`config.mk`:
```
export PLATFORM = sky130hd
export DESIGN_NAME = mul_file_unit
export DESIGN_NICKNAME = d
export VERILOG_FILES = /design/src/hdl/mul_file_pkg.sv /design/src/hdl/mul_file_unit.sv /design/src/hdl/unsigned_mult.sv
export SDC_FILE = /design/constraint.sdc
export NUM_CORES = 1
export LEC_CHECK = 0
export BUFFER_PORTS_ARGS = -buffer_cell sky130_fd_sc_hd__buf_2
export CAP_MARGIN = 20
export CORE_AREA = 3 3 100 102
export DETAILED_ROUTE_END_ITERATION = 12
export DIE_AREA = 0 0 103 105
export PLACE_DENSITY = 0.59
export SLEW_MARGIN = 30
export SYNTH_ARGS = -nofsm -noshare
export SYNTH_HDL_FRONTEND = slang
export SYNTH_SLANG_ARGS = --single-unit
```
`constraint.sdc`:
```
create_clock -name clk -period 5.6 [get_ports clk]
set_input_delay 1.12 -clock clk [delete_from_list [all_inputs] [get_ports clk]]
set_output_delay 1.12 -clock clk [all_outputs]
set_load 0.03 [all_outputs]
```
`src/hdl/mul_file_pkg.sv`:
```
// constants and types for the working-register by file-register multiply
// assumes one core clock and a synchronous active-high core reset
// What this block does
// - decode opcode 0000001a ffffffff, f 0..255
// - multiply working and file bytes unsigned
// - high byte and low byte of product
// - working and file registers stay untouched
// - no status flag changes at all
// - no overflow, carry or zero flag
// - a=0 selects access bank, ignores bank
// - a=1 uses bank select register with f
package mul_file_pkg;
    localparam int OPCODE_MSB = 15;
    localparam int OPCODE_LSB = 9;
    localparam logic [6:0] MULT_OPCODE = 7'h01;
    localparam int ACCESS_SEL_BIT = 8;
    localparam int FILE_ADDR_MSB = 7;
    // access bank split: low part of bank low, upper part of bank high
    localparam logic [7:0] ACCESS_SPLIT = 8'h80;
    localparam logic [3:0] ACCESS_LOW_BANK = 4'h0;
    localparam logic [3:0] ACCESS_HIGH_BANK = 4'hF;
    localparam logic [7:0] PRODUCT_RESET = 8'h00;
    localparam logic [11:0] ADDR_RESET = 12'h000;

    // gray-coded sequence: idle then operand fetch
    typedef enum logic [0:0] {
        ST_IDLE = 1'b0,
        ST_FETCH = 1'b1
    } phase_type;

    typedef struct packed {
        phase_type phase;
        logic [7:0] w_op;
        logic [11:0] file_addr;
        logic file_rd_en;
        logic [7:0] prod_hi;
        logic [7:0] prod_lo;
        logic done;
        logic ready;
    } state_type;
endpackage : mul_file_pkg

```
`src/hdl/mul_file_unit.sv`:
```
// working-register by file-register multiply datapath
// assumes instruction, operands and file read data arrive on clk;
// the file memory returns read data in the cycle its address is held
`timescale 1ns/100ps
module mul_file_unit (
    input wire logic clk,
    input wire logic rst,
    input wire logic instr_valid,
    input wire logic [15:0] instr_word,
    input wire logic [7:0] working_register,
    input wire logic [3:0] bank_select_register,
    input wire logic [7:0] file_rd_data,
    output logic ready,
    output logic [11:0] file_addr,
    output logic file_rd_en,
    output logic [7:0] product_high_byte,
    output logic [7:0] product_low_byte,
    output logic product_done
);
    import mul_file_pkg::*;

    state_type s_r;
    state_type s_nxt;
    logic [15:0] product;
    logic take;

    // true when the word is this multiply
    function automatic logic is_mult(input logic [15:0] word);
        is_mult = (word[OPCODE_MSB:OPCODE_LSB] == MULT_OPCODE);
    endfunction : is_mult

    // operand address from the a bit, bank register and f
    function automatic logic [11:0] operand_addr(
        input logic [15:0] word,
        input logic [3:0] bank
    );
        logic [7:0] f;
        f = word[FILE_ADDR_MSB:0];
        if (word[ACCESS_SEL_BIT])
            operand_addr = {bank, f};
        else if (f < ACCESS_SPLIT)
            operand_addr = {ACCESS_LOW_BANK, f};
        else
            operand_addr = {ACCESS_HIGH_BANK, f};
    endfunction : operand_addr

    // the full 16-bit product of the held operands
    unsigned_mult #(
        .WIDTH(8)
    ) u_mult (
        .a(s_r.w_op),
        .b(file_rd_data),
        .product(product)
    );

    assign take = instr_valid && s_r.ready && is_mult(instr_word);

    // next state: capture operand, fetch file byte, write product pair
    always_comb
    begin
        s_nxt = s_r;
        s_nxt.done = 1'b0;
        s_nxt.file_rd_en = 1'b0;
        case (s_r.phase)
            ST_IDLE:
            begin
                if (take)
                begin
                    s_nxt.phase = ST_FETCH;
                    s_nxt.w_op = working_register;
                    s_nxt.file_addr =
                        operand_addr(instr_word, bank_select_register);
                    s_nxt.file_rd_en = 1'b1;
                    s_nxt.ready = 1'b0;
                end
            end
            ST_FETCH:
            begin
                // only the product pair is written; no flag, no source
                s_nxt.prod_hi = product[15:8];
                s_nxt.prod_lo = product[7:0];
                s_nxt.done = 1'b1;
                s_nxt.ready = 1'b1;
                s_nxt.phase = ST_IDLE;
            end
            default:
            begin
                s_nxt.phase = ST_IDLE;
                s_nxt.ready = 1'b1;
            end
        endcase
    end

    // state register with synchronous reset
    always_ff @(posedge clk)
    begin
        if (rst)
        begin
            s_r.phase <= ST_IDLE;
            s_r.w_op <= PRODUCT_RESET;
            s_r.file_addr <= ADDR_RESET;
            s_r.file_rd_en <= 1'b0;
            s_r.prod_hi <= PRODUCT_RESET;
            s_r.prod_lo <= PRODUCT_RESET;
            s_r.done <= 1'b0;
            s_r.ready <= 1'b1;
        end
        else
        begin
            s_r <= s_nxt;
        end
    end

    // outputs straight from the state flops
    assign ready = s_r.ready;
    assign file_addr = s_r.file_addr;
    assign file_rd_en = s_r.file_rd_en;
    assign product_high_byte = s_r.prod_hi;
    assign product_low_byte = s_r.prod_lo;
    assign product_done = s_r.done;

    // checks on decode, addressing and product write
    property p_decode_take;
        @(posedge clk) disable iff (rst)
        take |=> file_rd_en && !ready ##1 product_done && ready;
    endproperty
    a_decode_take: assert property (p_decode_take)
        else $error("multiply not fetched and written in two cycles");

    property p_decode_reject;
        @(posedge clk) disable iff (rst)
        instr_valid && ready && !is_mult(instr_word) |=> !file_rd_en;
    endproperty
    a_decode_reject: assert property (p_decode_reject)
        else $error("non-multiply word started a fetch");

    property p_product_value;
        @(posedge clk) disable iff (rst)
        file_rd_en |=> {product_high_byte, product_low_byte} ==
            16'($past(s_r.w_op)) * 16'($past(file_rd_data));
    endproperty
    a_product_value: assert property (p_product_value)
        else $error("product is not the unsigned byte product");

    property p_high_byte;
        @(posedge clk) disable iff (rst)
        take ##1 file_rd_en ##1 product_done |->
            product_high_byte == 8'((16'($past(working_register, 2)) *
            16'($past(file_rd_data))) >> 8);
    endproperty
    a_high_byte: assert property (p_high_byte)
        else $error("high product byte wrong");

    property p_operand_kept;
        @(posedge clk) disable iff (rst)
        take |=> s_r.w_op == $past(working_register)
            ##1 s_r.w_op == $past(working_register, 2);
    endproperty
    a_operand_kept: assert property (p_operand_kept)
        else $error("captured working operand changed");

    property p_access_bank;
        @(posedge clk) disable iff (rst)
        take && !instr_word[ACCESS_SEL_BIT] |=>
            file_addr[11:8] == ($past(instr_word[7]) ?
            ACCESS_HIGH_BANK : ACCESS_LOW_BANK)
            && file_addr[7:0] == $past(instr_word[7:0]);
    endproperty
    a_access_bank: assert property (p_access_bank)
        else $error("access bank address wrong");

    property p_banked;
        @(posedge clk) disable iff (rst)
        take && instr_word[ACCESS_SEL_BIT] |=>
            file_addr == {$past(bank_select_register),
            $past(instr_word[7:0])};
    endproperty
    a_banked: assert property (p_banked)
        else $error("banked address wrong");

    property p_pair_together;
        @(posedge clk) disable iff (rst)
        $changed(product_high_byte) || $changed(product_low_byte) |->
            product_done && $past(file_rd_en);
    endproperty
    a_pair_together: assert property (p_pair_together)
        else $error("product byte changed outside a write step");

    // low byte is the product of the operands seen at take and fetch
    property p_low_byte;
        @(posedge clk) disable iff (rst)
        take ##1 file_rd_en ##1 product_done |->
            product_low_byte == 8'(16'($past(working_register, 2)) *
            16'($past(file_rd_data)));
    endproperty
    a_low_byte: assert property (p_low_byte)
        else $error("low product byte wrong");

    // operand address only moves when a multiply is taken
    property p_addr_held;
        @(posedge clk) disable iff (rst)
        !take |=> $stable(file_addr);
    endproperty
    a_addr_held: assert property (p_addr_held)
        else $error("operand address moved without a take");

    // the write step is a single-cycle pulse
    property p_done_pulse;
        @(posedge clk) disable iff (rst)
        product_done |=> !product_done;
    endproperty
    a_done_pulse: assert property (p_done_pulse)
        else $error("product write step lasted more than one cycle");

    // busy lasts exactly the fetch cycle
    property p_ready_back;
        @(posedge clk) disable iff (rst)
        !ready |=> ready;
    endproperty
    a_ready_back: assert property (p_ready_back)
        else $error("unit stayed busy longer than one cycle");

    c_access: cover property (@(posedge clk) disable iff (rst)
        take && !instr_word[ACCESS_SEL_BIT] ##2 product_done);
    c_banked: cover property (@(posedge clk) disable iff (rst)
        take && instr_word[ACCESS_SEL_BIT] ##2 product_done);
    c_max_product: cover property (@(posedge clk) disable iff (rst)
        product_done && {product_high_byte, product_low_byte} == 16'hFE01);
    c_back_to_back: cover property (@(posedge clk) disable iff (rst)
        product_done && take);
endmodule : mul_file_unit

```
`src/hdl/unsigned_mult.sv`:
```
// combinational unsigned multiplier, full-width product
// assumes operands are settled within the calling clock period
`timescale 1ns/100ps
module unsigned_mult #(
    parameter int WIDTH = 8
) (
    input wire logic [WIDTH-1:0] a,
    input wire logic [WIDTH-1:0] b,
    output logic [2*WIDTH-1:0] product
);
    // zero-extend both sides so the product never loses a carry
    always_comb
    begin
        product = {{WIDTH{1'b0}}, a} * {{WIDTH{1'b0}}, b};
    end
endmodule : unsigned_mult

```
; Yosys cells after proc, flatten, opt, wreduce, memory -nomap -nowiden
; Cells that the tools add are included.
[classes]
mul = 1
order_cmp = 1
eq_ne = 2
n_mux = 7
bitwise_logic = 1
n_reduce_logical = 4
[ops]
columns = op, count
row1 = $mux W12, 2
row2 = $mux W22, 1
row3 = $mul A8 B8 Y16, 1
row4 = $lt A8 B8 Y1 const B, 1
row5 = $eq A7 B1 Y1 const B, 1
row6 = $pmux W1 S2, 2
row7 = $logic_and A1 B1 Y1, 2
row8 = $mux W1, 2
row9 = $ne A2 B2 Y1 const B, 1
row10 = $reduce_and A2 Y1, 1
row11 = $reduce_or A2 Y1, 1
row12 = $not A1 Y1, 1
[totals]
reg_bits = 40
inputBits = 39
out_inout_bits = 31

; Longest topological paths before layout
[depth]
word_depth = 5
mapped_depth = 15
depth_no_buf = 15

; Hierarchy
; From an unflattened synthesis, not the netlist that was laid out.
[hier_totals]
hier_cells = 426
area_unflattened_um2 = 3992.6
[by_module_without_submodules]
columns = module, instances, cells_each, area_per_inst_um2, seq_area_each_um2
row1 = unsigned_mult, 1, 246, 2155.8, 0.0
row2 = mul_file_unit, 1, 180, 1836.8, 780.7

; Worst setup path after synthesis
; Ideal clock, no wire load.
[synth_path]
path_type = in2reg
from = input port file_rd_data[7]
to = register s_r, in the netlist product_high_byte[3]
setup_time_ns = 0.095
t_arrival_ns = 4.678
required_time_ns = 5.505
slack_ns = 0.827
cell_stages = 13
n_path_buf = 0
cell_sequence = and2_1 fa_1 fa_1 fa_1 inv_1 fa_1 inv_1 ha_1 nand2_1 a211oi_2 o21ai_2 or4b_1 o311ai_1
[synth_via]
elab_chain_cells = 1
[synth_lines]
columns = item, line_no
row1 = start: declaration, mul_file_unit.sv:12  ; input wire logic [7:0] file_rd_data,
row2 = $mul A8 B8 Y16, unsigned_mult.sv:14  ; product = {{WIDTH{1'b0}}, a} * {{WIDTH{1'b0}}, b};
row3 = end signal: assignment, mul_file_unit.sv:110  ; s_r <= s_nxt;
row4 = end: declaration, mul_file_unit.sv:22  ; state_type s_r;
; Every way passes these cells.
; A chain may end at the register's enable or synchronous reset.

; Worst setup path after layout
; Same ends and word-level chain as after synthesis.

==> impl_metrics.json <==
{
  "routed_wl_um": 7294,
  "tightest_slew_ns": 0.8906,
  "slew_headroom": 0.4040,
  "gp_congestion": 0.8046,
  "cp_max_fo": 8,
  "die_x_um": 103,
  "crit_top_cell": "fa_1",
  "clockBufferDepth": 2,
  "crit_family": "adder cells",
  "cap_violations": 0,
  "yosysWarningCount": 0,
  "synthesis.nets": 514,
  "dp_slack_ns": 0.4949,
  "drt-pass1-iter-count": 4,
  "gr-usage-met3": 0.02670,
  "netlist_instances": 403,
  "drive_above_1_share": 0.1874,
  "async_flop_share": 0,
  "grt_busiest_layer": "met2",
  "drcViolationCount": 0,
  "cts_root_buf": "clkbuf_8",
  "cp_cell_sequence": "buf_2, and2_1, fa_1, fa_1, fa_1, inv_1, fa_1, inv_1, ha_1, nand2_1, a211oi_2, o21ai_2, or4b_1, o311ai_1",
  "dpl.hpwl_um": 5947,
  "num_io_pins": 70,
  "hold_violations": 0,
  "first_global_vias": 2740,
  "fill_cells": 966,
  "ys_ff_latch": 39,
  "grt_pass1_wl_um": 12620,
  "netlist_area_sq_um": 3667,
  "antenna_found_initial": 0,
  "status": "finished, final reports clean",
  "cts_tree": "yes",
  "cts_setup_buffers": 0,
  "maxSlewViolCount": 0,
  "p_per_area_nw_per_um2": 139.1,
  "dieArea_sq_um": 10820,
  "irDropWorstVdd_mv": 0.08039,
  "mostFrequentLayoutCells": "69 x buf_2, 48 x inv_1, 46 x and2_1",
  "cp.required_ns": 5.82,
  "clk_pin_slew_ns": 0.09,
  "die_y_um": 105,
  "worstSetupEndpointType": "flop",
  "startpoint_type": "primary input",
  "final_cell_area_sq_um": 3999,
  "final_common_cell": "buf_2",
  "finClkSkew_ns": 0.006890,
  "ys_seq_area_frac": 0.2129,
  "syn_to_final_growth_pct": 9.041,
  "period_share": 0.8501,
  "synth-edff-count": 0,
  "htree_num_levels": 2,
  "avgViaCountPerCell": 4.926,
  "reg2reg_slack_ns": 1.29,
  "fmax_mhz": 210.1,
  "synth-main-ff-cell": "dfxtp_1",
  "finalNetCount": 553,
  "layout_setup_ws_ns": 0.8396,
  "post_dp_cell_area_sq_um": 3886,
  "antenna_cells": 0,
  "clock-sinks": 39,
  "ys_types": 47,
  "setup_tns_ns": 0,
  "crit_buf_inv": 3,
  "finalCriticalPeriod_ns": 4.760,
  "grt_max_degree": 37,
  "wire_per_inst_um": 13.17,
  "vias": 2729,
  "cp_slowest_stage_delay_ns": 0.54,
  "portBuffers": 69,
  "met1_usage": 0.1935,
  "cts_resized": 0,
  "syn_avg_cell_area_sq_um": 9.100,
  "grt_overflow_total": 0,
  "core_area_sq_um": 9196,
  "use_met2": 0.2374,
  "drtIter0Drc": 57,
  "cts-buffers-inserted": 5,
  "setup_viol": 0,
  "grt_util_all_layers": 0.1447,
  "start_util": 0.3988,
  "p_leak_nw": 2.212,
  "arrival_ns": 4.98,
  "rsz0062_at_grt": "false",
  "ctsHoldBuffers": 0,
  "hp-class": "reg -> reg",
  "crit_slowest_cell": "fa_1",
  "rows": 35,
  "crit_type": "in -> reg",
  "insertion_delay_ns": 0.30,
  "final_antenna_net_count": 0
}
registers in the layout, indices dropped and copies added, names as in the netlist:
name / cells
product_high_byte: 8
product_low_byte: 8
s_r: 9
product_done: 1
file_addr: 12
ready: 1
per-stage QoR:
step	instances	hold WS (ns)	total power [mW]	util
2_1_floorplan	403	0.4263	0.2963	-
3_3_place_gp	546	0.4398	0.3159	0.4226
3_5_place_dp	546	0.4390	0.3167	0.4226
4_1_cts	554	0.4596	0.5661	0.4348
5_1_grt	554	0.4775	0.5791	0.4348
6_report	554	0.4514	0.5561	0.4348
kinds of logic after synthesis:
| logic type | share of synthesized area |
|---|---|
| and+or+nand+nor | 0.1853 |
| buffers and inverters | 0.1225 |
| adders and majority gates | 0.3193 |
| AOI/OAI and AO/OA | 0.08359 |
| DFF | 0.2129 |
| muxes | 0.05732 |
| xor gates and xnor gates | 0.01911 |
final timing paths:
kind,start,endpoint,depth (start not counted)
min reg2reg,product_high_byte[6],product_high_byte[6],2
max,file_rd_data[7],product_high_byte[3],14
min,product_high_byte[6],product_high_byte[6],2
max reg2reg,s_r[33],product_high_byte[3],13
tightest hold or removal path, cell delays in order (launching register included):
cell and delay, ns:
dfxtp_1 0.33, nand2_1 0.05, o31ai_1 0.05
Yosys cell counts (all sizes together), types with 2 or more instances:
master	number	area share
a21o	6	0.012
o21ai	8	0.012
fa	36	0.20
nor3b	2	0.0041
mux2i	21	0.057
and2	46	0.078
nand2	29	0.030
inv	49	0.050
xnor2	3	0.0072
xor2	5	0.012
nand3	3	0.0041
nor2	34	0.035
nand2b	6	0.010
dfxtp	39	0.21
buf	34	0.069
a211oi	2	0.0055
nand4b	2	0.0065
a21boi	2	0.0041
clkbuf	3	0.0031
o22ai	2	0.0034
ha	36	0.12
a21oi	17	0.023
a211o	2	0.0048
area by class of cell:
type	instances	area, sq um	share of cell area
multi-input cells	278	2437	0.6095
flip-flops and latches	39	780.7	0.1952
repair buffers	69	345.3	0.08636
inverters	49	183.9	0.04599
well taps	111	138.9	0.03473
clock buffers	5	68.82	0.01721
clock inverters	3	43.79	0.01095
per-layer routing:
| metal | wire [um] | part of all wire |
|---|---|---|
| met5 | 0 | 0 |
| met4 | 87 | 0.012 |
| met3 | 315 | 0.043 |
| met2 | 3601 | 0.49 |
| met1 | 3289 | 0.45 |
where the power goes:
part / leakage [nW] / total (mW) / internal (mW) / switching [mW]
logic: 1.84 / 0.0319 / 0.0136 / 0.0183
clock network: 0.0581 / 0.246 / 0.133 / 0.113
registers: 0.314 / 0.278 / 0.277 / 0.000523
(Power assumes the default switching activity.)
